## config.mk

```make
export PLATFORM = sky130hd
export DESIGN_NAME = wsn_config_top
export DESIGN_NICKNAME = d
export VERILOG_FILES = /design/src/wsn_pkg.sv /design/src/wsn_noload_cmp.sv /design/src/wsn_config_top.sv
export SDC_FILE = /design/constraint.sdc
export NUM_CORES = 1
export LEC_CHECK = 0
export ABC_AREA = 1
export BUFFER_PORTS_ARGS = -buffer_cell sky130_fd_sc_hd__buf_2
export CAP_MARGIN = 20
export CORE_MARGIN = 1.5
export CORE_UTILIZATION = 50
export DETAILED_ROUTE_END_ITERATION = 16
export PLACE_DENSITY = 0.79
export SLEW_MARGIN = 20
export SYNTH_ARGS = -nofsm -noshare
export SYNTH_HDL_FRONTEND = slang
export SYNTH_HIERARCHICAL = 1
export SYNTH_SLANG_ARGS = --single-unit
```

## constraint.sdc

```tcl
create_clock -name pclk -period 2.1 [get_ports pclk]
set_input_delay 0 -clock pclk [delete_from_list [all_inputs] [get_ports pclk]]
set_output_delay 0 -clock pclk [all_outputs]
set_load 0.005 [all_outputs]
```

## src/wsn_pkg.sv

```systemverilog
// Package: register map, field layout, timing and carrier types for the wave/no-load config block
package wsn_pkg;

  // Register indices; byte address is four times the index
  localparam logic [9:0] WSN_CTRL_IDX = 10'h00C; // Sampling enable register
  localparam logic [9:0] WSN_WAVE_IDX = 10'h00D; // Waveform source and rate
  localparam logic [9:0] WSN_NL_IDX = 10'h00E; // No-load thresholds
  localparam logic [9:0] WSN_STAT_IDX = 10'h010; // Read-only state

  // Address layout
  localparam int WSN_AW = 12; // APB address width
  localparam logic [1:0] WSN_ALIGN = 2'h0; // Word alignment bits

  // Reset values
  localparam logic [7:0] WSN_WAVE_RST = 8'h00;
  localparam logic [7:0] WSN_NL_RST = 8'h00;
  localparam logic WSN_EN_RST = 1'h0;

  // Waveform source codes
  localparam logic [2:0] WSN_SRC_CUR = 3'h0;
  localparam logic [2:0] WSN_SRC_VOLT = 3'h1;
  localparam logic [2:0] WSN_SRC_ACT = 3'h2;
  localparam logic [2:0] WSN_SRC_REACT = 3'h3;
  localparam logic [2:0] WSN_SRC_APP = 3'h4;
  localparam logic [2:0] WSN_SRC_IRMS = 3'h5;

  // Sample-clock divisor terminal counts, codes 0..3
  localparam logic [7:0] WSN_DIV32 = 8'h1F;
  localparam logic [7:0] WSN_DIV64 = 8'h3F;
  localparam logic [7:0] WSN_DIV128 = 8'h7F;
  localparam logic [7:0] WSN_DIV256 = 8'hFF;

  // Clock rates: core clock and DSP sample clock
  localparam int WSN_CLK_HZ = 25000000;
  localparam int WSN_DSP_HZ = 819200;
  localparam logic [25:0] WSN_NCO_MOD = 26'(WSN_CLK_HZ);
  localparam logic [25:0] WSN_NCO_INC = 26'(WSN_DSP_HZ);

  // Full scale of a power or current product and thresholds in ppm of it
  localparam logic [63:0] WSN_FULL_SCALE = 64'h00000000007FFFFF;
  localparam logic [63:0] WSN_PPM = 64'd1000000;
  localparam logic [23:0] WSN_TH_300 = 24'((WSN_FULL_SCALE * 64'd300) / WSN_PPM); // 0.030%
  localparam logic [23:0] WSN_TH_150 = 24'((WSN_FULL_SCALE * 64'd150) / WSN_PPM); // 0.015%
  localparam logic [23:0] WSN_TH_75 = 24'((WSN_FULL_SCALE * 64'd75) / WSN_PPM); // 0.0075%
  localparam logic [23:0] WSN_TH_37 = 24'((WSN_FULL_SCALE * 64'd37) / WSN_PPM); // 0.0037%

  // Wave mode register layout
  typedef struct packed {
    logic [2:0] second_wave_source; // Bits 7..5
    logic [2:0] first_wave_source; // Bits 4..2
    logic [1:0] sample_rate_code; // Bits 1..0
  } wsn_wave_t;

  // No-load register layout
  typedef struct packed {
    logic reactive_comp_disable; // Bit 7
    logic rms_current_noload_enable; // Bit 6
    logic [1:0] apparent_noload_level; // Bits 5..4
    logic [1:0] reactive_noload_level; // Bits 3..2
    logic [1:0] active_noload_level; // Bits 1..0
  } wsn_nl_t;

  // Datapath samples offered to the block
  typedef struct packed {
    logic [23:0] current;
    logic [23:0] voltage;
    logic [23:0] active;
    logic [23:0] reactive;
    logic [23:0] apparent;
    logic [31:0] irms;
  } wsn_samples_t;

  // Waveform stream output
  typedef struct packed {
    logic valid;
    logic [31:0] first;
    logic [31:0] second;
  } wsn_wave_out_t;

  // Holds toward energy accumulation and pulse outputs
  typedef struct packed {
    logic irms;
    logic apparent;
    logic reactive;
    logic active;
  } wsn_hold_t;

  // Bus answer phase
  typedef enum logic [1:0] {
    WSN_IDLE = 2'b00,
    WSN_RESP = 2'b01
  } wsn_phase_t;

  // Whole state of the top module
  typedef struct packed {
    wsn_phase_t phase;
    logic pready;
    logic pslverr;
    logic [31:0] prdata;
    wsn_wave_t wave;
    wsn_nl_t nl;
    logic wave_en;
    logic [25:0] nco;
    logic [7:0] div_cnt;
    wsn_wave_out_t wout;
    wsn_hold_t hold;
    logic comp_enable;
  } wsn_state_t;

endpackage

```

## src/wsn_noload_cmp.sv

```systemverilog
// No-load comparator: magnitude against a coded fraction of full scale
`timescale 1ns/1ps
module wsn_noload_cmp #(
  parameter bit HIGH_TABLE = 1'b0 // Apparent table when set, else active/reactive table
) (
  // Setting
  input wire logic [1:0] level,
  // Quantity
  input wire logic [31:0] magnitude,
  // Result
  output logic below
);

  logic [23:0] th; // Chosen threshold

  // Threshold lookup; code zero turns detection off
  always_comb begin
    th = wsn_pkg::WSN_TH_37;
    if (HIGH_TABLE) begin
      case (level)
        2'h1: th = wsn_pkg::WSN_TH_300;
        2'h2: th = wsn_pkg::WSN_TH_150;
        default: th = wsn_pkg::WSN_TH_75;
      endcase
    end else begin
      case (level)
        2'h1: th = wsn_pkg::WSN_TH_150;
        2'h2: th = wsn_pkg::WSN_TH_75;
        default: th = wsn_pkg::WSN_TH_37;
      endcase
    end
    // Zero-extended compare; a wide irms value simply never counts as idle
    below = (level != 2'h0) && (magnitude < {8'h00, th});
  end

endmodule

```

## src/wsn_config_top.sv

```systemverilog
// Top: APB register bank steering waveform sampling and no-load holds
//
// The implementer's own choice: the APB register port.
`timescale 1ns/1ps
//
// Function
// - Bits 7..5 pick second waveform source
// - Bits 4..2 pick first source, irms low24
// - Rate code divides sample clock 32..256
// - No-load bit 7 disables reactive compensation
// - Bit 6 adds irms no-load via apparent
// - Apparent level: off, 0.030/0.015/0.0075 percent
// - Reactive level: off, 0.015/0.0075/0.0037 percent
// - Active level: off, 0.015/0.0075/0.0037 percent
// - Samples only while sampling enable set
module wsn_config_top (
  // Clock and reset
  input wire logic pclk,
  input wire logic presetn,
  // APB slave
  input wire logic psel,
  input wire logic penable,
  input wire logic pwrite,
  input wire logic [wsn_pkg::WSN_AW-1:0] paddr,
  input wire logic [31:0] pwdata,
  output logic pready,
  output logic pslverr,
  output logic [31:0] prdata,
  // Datapath samples
  input wire wsn_pkg::wsn_samples_t samples,
  // Waveform stream
  output wsn_pkg::wsn_wave_out_t wave_out,
  // Datapath controls
  output wsn_pkg::wsn_hold_t hold,
  output logic reactive_comp_enable
);

  wsn_pkg::wsn_state_t st_reg; // Registered state
  wsn_pkg::wsn_state_t st_next; // Next state
  logic [31:0] mag [4]; // Magnitudes: active, reactive, apparent, irms
  logic [1:0] lvl [4]; // Levels per channel
  logic [3:0] below; // Comparator results
  logic [25:0] nco_sum; // Phase accumulator sum
  logic dsp_tick; // One 819.2 kHz tick
  logic [9:0] idx; // Word index of the access
  logic aligned; // Low address bits clear

  // Absolute value of a signed 24-bit product, widened
  function automatic logic [31:0] abs24(input logic [23:0] v);
    logic [23:0] n;
    n = v[23] ? (~v + 24'h000001) : v;
    return {8'h00, n};
  endfunction

  // Pick one source by code; reserved codes give zero
  function automatic logic [31:0] pick(input logic [2:0] code, input logic low24,
                                       input wsn_pkg::wsn_samples_t s);
    logic [31:0] r;
    r = 32'h00000000;
    case (code)
      wsn_pkg::WSN_SRC_CUR: r = {{8{s.current[23]}}, s.current};
      wsn_pkg::WSN_SRC_VOLT: r = {{8{s.voltage[23]}}, s.voltage};
      wsn_pkg::WSN_SRC_ACT: r = {{8{s.active[23]}}, s.active};
      wsn_pkg::WSN_SRC_REACT: r = {{8{s.reactive[23]}}, s.reactive};
      wsn_pkg::WSN_SRC_APP: r = {{8{s.apparent[23]}}, s.apparent};
      wsn_pkg::WSN_SRC_IRMS: r = low24 ? {8'h00, s.irms[23:0]} : s.irms;
      default: r = 32'h00000000;
    endcase
    return r;
  endfunction

  // Terminal count of the sample divider for a rate code
  function automatic logic [7:0] rate_term(input logic [1:0] code);
    logic [7:0] t;
    t = wsn_pkg::WSN_DIV256;
    case (code)
      2'h0: t = wsn_pkg::WSN_DIV32;
      2'h1: t = wsn_pkg::WSN_DIV64;
      2'h2: t = wsn_pkg::WSN_DIV128;
      default: t = wsn_pkg::WSN_DIV256;
    endcase
    return t;
  endfunction

  // Read view of the register at an index
  function automatic logic [31:0] read_word(input logic [9:0] i, input wsn_pkg::wsn_state_t s);
    logic [31:0] r;
    r = 32'h00000000;
    if (i == wsn_pkg::WSN_CTRL_IDX) begin
      r = {31'h00000000, s.wave_en};
    end else if (i == wsn_pkg::WSN_WAVE_IDX) begin
      r = {24'h000000, s.wave};
    end else if (i == wsn_pkg::WSN_NL_IDX) begin
      r = {24'h000000, s.nl};
    end else if (i == wsn_pkg::WSN_STAT_IDX) begin
      // Status: compensation, holds, sampling enable
      r = {23'h000000, s.comp_enable, s.hold, 3'h0, s.wave_en};
    end
    return r;
  endfunction

  // Is the index one of ours
  function automatic logic mapped(input logic [9:0] i);
    return (i == wsn_pkg::WSN_CTRL_IDX) || (i == wsn_pkg::WSN_WAVE_IDX) ||
           (i == wsn_pkg::WSN_NL_IDX) || (i == wsn_pkg::WSN_STAT_IDX);
  endfunction

  // Comparator inputs; irms reuses the apparent level when enabled
  always_comb begin
    mag[0] = abs24(samples.active);
    mag[1] = abs24(samples.reactive);
    mag[2] = abs24(samples.apparent);
    mag[3] = samples.irms;
    lvl[0] = st_reg.nl.active_noload_level;
    lvl[1] = st_reg.nl.reactive_noload_level;
    lvl[2] = st_reg.nl.apparent_noload_level;
    // Irms detection gated by its enable bit
    lvl[3] = st_reg.nl.rms_current_noload_enable ? st_reg.nl.apparent_noload_level : 2'h0;
  end

  // One comparator per quantity; apparent and irms use the high table
  genvar g;
  generate
    for (g = 0; g < 4; g++) begin : g_cmp
      wsn_noload_cmp #(
        .HIGH_TABLE(g >= 2)
      ) u_cmp (
        .level(lvl[g]),
        .magnitude(mag[g]),
        .below(below[g])
      );
    end
  endgenerate

  // Address split
  assign idx = paddr[wsn_pkg::WSN_AW-1:2];
  assign aligned = (paddr[1:0] == wsn_pkg::WSN_ALIGN);

  // Fractional divider: exact 819.2 kHz on average, jitter of one core cycle
  assign nco_sum = st_reg.nco + wsn_pkg::WSN_NCO_INC;
  assign dsp_tick = (nco_sum >= wsn_pkg::WSN_NCO_MOD);

  // Next-state logic
  always_comb begin
    st_next = st_reg;
    // Bus: answer one cycle after setup
    st_next.pready = 1'b0;
    st_next.pslverr = 1'b0;
    st_next.phase = wsn_pkg::WSN_IDLE;
    case (st_reg.phase)
      wsn_pkg::WSN_IDLE: begin
        // Setup phase seen: prepare answer
        if (psel && !penable) begin
          st_next.phase = wsn_pkg::WSN_RESP;
          st_next.pready = 1'b1;
          st_next.pslverr = !(aligned && mapped(idx));
          st_next.prdata = (aligned && !pwrite) ? read_word(idx, st_reg) : 32'h00000000;
        end
      end
      wsn_pkg::WSN_RESP: begin
        // Access completes here; writes land only on this edge
        if (psel && penable && pwrite && aligned) begin
          if (idx == wsn_pkg::WSN_CTRL_IDX) begin
            st_next.wave_en = pwdata[0];
          end else if (idx == wsn_pkg::WSN_WAVE_IDX) begin
            st_next.wave = pwdata[7:0];
          end else if (idx == wsn_pkg::WSN_NL_IDX) begin
            st_next.nl = pwdata[7:0];
          end
        end
      end
      default: st_next.phase = wsn_pkg::WSN_IDLE;
    endcase

    // Sample clock accumulator
    st_next.nco = dsp_tick ? (nco_sum - wsn_pkg::WSN_NCO_MOD) : nco_sum;

    // Sample divider and stream; idle and reset to zero while disabled
    st_next.wout.valid = 1'b0;
    if (!st_reg.wave_en) begin
      st_next.div_cnt = 8'h00;
    end else if (dsp_tick) begin
      if (st_reg.div_cnt >= rate_term(st_reg.wave.sample_rate_code)) begin
        // Rate change takes effect at once: each tick compares the count with the current rate code's terminal
        st_next.div_cnt = 8'h00;
        st_next.wout.valid = 1'b1;
        st_next.wout.first = pick(st_reg.wave.first_wave_source, 1'b1, samples);
        st_next.wout.second = pick(st_reg.wave.second_wave_source, 1'b0, samples);
      end else begin
        st_next.div_cnt = st_reg.div_cnt + 8'h01;
      end
    end

    // Datapath controls, one cycle behind the inputs
    st_next.hold = below;
    st_next.comp_enable = !st_reg.nl.reactive_comp_disable;
  end

  // State register
  always_ff @(posedge pclk or negedge presetn) begin
    if (!presetn) begin
      st_reg <= '{phase: wsn_pkg::WSN_IDLE, pready: 1'b0, pslverr: 1'b0,
                  prdata: 32'h00000000, wave: wsn_pkg::WSN_WAVE_RST, nl: wsn_pkg::WSN_NL_RST,
                  wave_en: wsn_pkg::WSN_EN_RST, nco: 26'h0000000, div_cnt: 8'h00,
                  wout: '0, hold: '0, comp_enable: 1'b1};
    end else begin
      st_reg <= st_next;
    end
  end

  // Outputs straight from state
  assign pready = st_reg.pready;
  assign pslverr = st_reg.pslverr;
  assign prdata = st_reg.prdata;
  assign wave_out = st_reg.wout;
  assign hold = st_reg.hold;
  assign reactive_comp_enable = st_reg.comp_enable;

endmodule

```

==> impl_metrics.toml <==
[grt]
antenna_found_initial = 4
grt_first_pass_wirelength_um = 66800
grt_max_degree = 81
gr-usage-all-layers = 0.354
grt_pass1_vias = 12900
gr-total-overflow = 0

[clock_network]
cts_tree = "built"
clk_latency_ns = 0.42
numCtsBuffers = 17
clock_path_buffers = 2
cts_sinks = 119
clkTransAtPathRegs_ns = 0.06
cts_root_buf = "clkbuf_16"
htree_num_levels = 4

[min_path]
hold_path_depth = 5
hold_class = "in -> reg"
hp-start = "samples[139]"
holdPathEnd = "wave_out[43]$_DFFE_PN0P_"

[outcome]
violations = "setup timing"
status = "finished, violations left"

[route]
routedWlPerCell_um = 18.2
drc_errors = 0
wirelength_um = 44700
drt_iter0_drc = 1578
via_per_inst = 5.71
ant_nets = 0
firstDrtPassIters = 6
vias = 14000

[die]
rows = 55
core-area_mm2 = 0.0227
die-area_mm2 = 0.0241
dieHeight_um = 155
chipWidth_um = 155
ios = 305
start_util = 0.511

[timing]
setup_viol = 83
drv_slew = 0
worst_slew_pin_slew_ns = 0.653
post-route-period-util = 1.07
hold_viol = 0
fin_ws_ns = -0.148
fin_crit_ns = 2.25
maxClockFrequency_mhz = 445
slew_headroom = 0.561
clock_skew_ns = 0.0115
rsz0062_at_grt = "true"

[worst_setup_path]
r2r_setup_slack_ns = -0.15
cp_cell_sequence = "ha_4 -> inv_2 -> nand2_2 -> nand2_2 -> nand2_1 -> nor2_1 -> nand2_1 -> nand2_2 -> inv_2 -> nor2_2 -> nand2_2 -> nand3_4 -> nand3_4 -> buf_12 -> nand2_4 -> nand2_4"
cp_common_cell = "nand2_2"
critical_path_arrival_ns = 2.54
crit_buf_inv = 3
start_kind = "flip-flop"
crit_fanout = 21
worstReg2RegEnd = "wave_out[52]$_DFFE_PN0P_"
path_delay_family = "simple AND/OR/NAND/NOR gates"
r2r_start = "st_reg[93]$_DFF_PN0_"
end_kind = "flip-flop"
rr_worst_depth = 16
max_stage_delay_ns = 0.44
required_ns = 2.40
worstSetupPathType = "reg -> reg"
slowest_stage = "dfrtp_2"
cp_num_cells = 16

[place]
hpwl_um = 31900
pre_cts_slack_ns = -0.177
io_buffer_count = 257
gp_congestion = 1.01

[synth]
synth_area_mm2 = 0.0116
synthCells = 1825
async_reset_ff_frac = 1.00
synth.top_cell.area_share = 0.254
avgSynthCellArea_um2 = 6.36
synth.area.top_cells = "dfrtp_1, nand2_1, nor2_1"
synthFlopType = "dfrtp_1"
synthTopCellsByCount = "nand2_1, nor2_1, inv_1"
ys_warn_count = 6
ys_seq_elements = 119
synth_edf_count = 0
yosysSeqAreaShare = 0.257
synth.most_common_cell = "nand2_1"
synth_top_cell_by_area = "dfrtp_1"
netlist-cell-type-count = 43

[pwr]
pwr_density_cell_mw_per_mm2 = 435
ir_worst_vdd_uv = 458
p_leak_nw = 7.74

[final_layout]
drive_gt1_frac = 0.231
utilization = 0.663
area_delta_synth_final_pct = 29.7
final_nets = 2419
largest_reg_flops = 58

[flow_run]
maxCapViolations = 0
==> cell families (layout without fill, tap and decap cells) <==
kind of cell | count (synthesis) | count (layout) | synth area share
compound gates | 165 | 165 | 0.0835
xor+xnor | 75 | 75 | 0.0566
fa+ha+maj | 62 | 62 | 0.0668
buf+inv | 393 | 690 | 0.164
flops | 119 | 119 | 0.257
other cells | 1 | 51 | 0.000323
simple gates | 1010 | 1010 | 0.372
==> cells in the final DEF (no fill, tap or decap), types with 8 or more instances in the layout <==
cell and instances:
nand2_4 11, buf_2 256, nand4_1 85, dlygate4sd3_1 56, o21ai_0 47, dfrtp_1 116, inv_2 9, conb_1 47
a21oi_1 22, nor2_2 8, buf_6 10, nand3_1 112, nor2_1 231, ha_1 60, o22ai_1 54, nand3_2 9
xor2_1 72, buf_4 90, buf_12 9, nand2_1 443, nor3_1 54, inv_1 215, nand2_2 35, clkbuf_16 23
==> routing by layer <==
layer,GRT usage,share of wire,vias to the layer above
met5,0,0,-
met4,0.193,0.065,0
met3,0.0696,0.11,246
met2,0.571,0.46,954
met1,0.446,0.37,6404
li1,-,-,6414
==> worst max-delay path by stage <==
stage | startpoint | end | slack, ns
floorplan | st_reg[93]$_DFF_PN0_ | wave_out[62]$_DFFE_PN0P_ | 0.007
global placement | st_reg[94]$_DFF_PN0_ | st_reg[75]$_DFFE_PN0P_ | -0.09
detailed placement | samples[32] | hold[2]$_DFF_PN0_ | -0.18
CTS | st_reg[93]$_DFF_PN0_ | wave_out[33]$_DFFE_PN0P_ | -0.03
global route | st_reg[93]$_DFF_PN0_ | wave_out[52]$_DFFE_PN0P_ | -0.22
finish | st_reg[93]$_DFF_PN0_ | wave_out[52]$_DFFE_PN0P_ | -0.15
==> metrics by stage <==
step           power [mW]  std cells  hold slack, ns  TNS (ns)  instance area, um2
4_1_cts              6.52       2442      0.00000244    -0.700               14600
2_1_floorplan        2.86       1871          -0.296         0               11800
3_3_place_gp         3.33       2341          -0.113     -3.43               13200
6_report             6.55       2457         0.00700     -5.74               15100
5_1_grt              6.75       2457          0.0286    -13.31               15100
3_5_place_dp         3.35       2341          -0.112     -9.92               13200
==> repair_timing <==
action	4_1_cts	5_1_grt
setup endpoints to repair	85	91
hold buffers	56	0
setup buffers	12	6
gates cloned	2	9
endpoints found under the hold margin	170	0
resized for setup	31	86
pin swaps	8	31
==> layout make-up <==
cell class                 count  area (um2)
timing repair buffer         431        3050
antenna                        4        10.0
multi-input combinational   1359        7200
sequential                   119        2980
inverter                     228         856
tap                          285         357
fill                        1925        7640
clock inverter                12         176
clock buffer                  19         443
==> worst register-to-register path, cell delays in order (launching register included) <==
cell     delay (ns)
dfrtp_2        0.44
ha_4           0.19
inv_2          0.05
nand2_2        0.05
nand2_2        0.11
nand2_1        0.07
nor2_1         0.09
nand2_1        0.09
nand2_2        0.09
inv_2          0.04
nor2_2         0.11
nand2_2        0.09
nand3_4        0.13
nand3_4        0.18
buf_12         0.23
nand2_4        0.09
nand2_4        0.07
==> power breakdown <==
| group | switching [mW] | internal, mW | total, mW |
|---|---|---|---|
| registers | 0.00132 | 2.30 | 2.30 |
| clock network | 1.10 | 2.01 | 3.11 |
| logic | 0.688 | 0.455 | 1.14 |
Power figures use the tool's default switching activity.
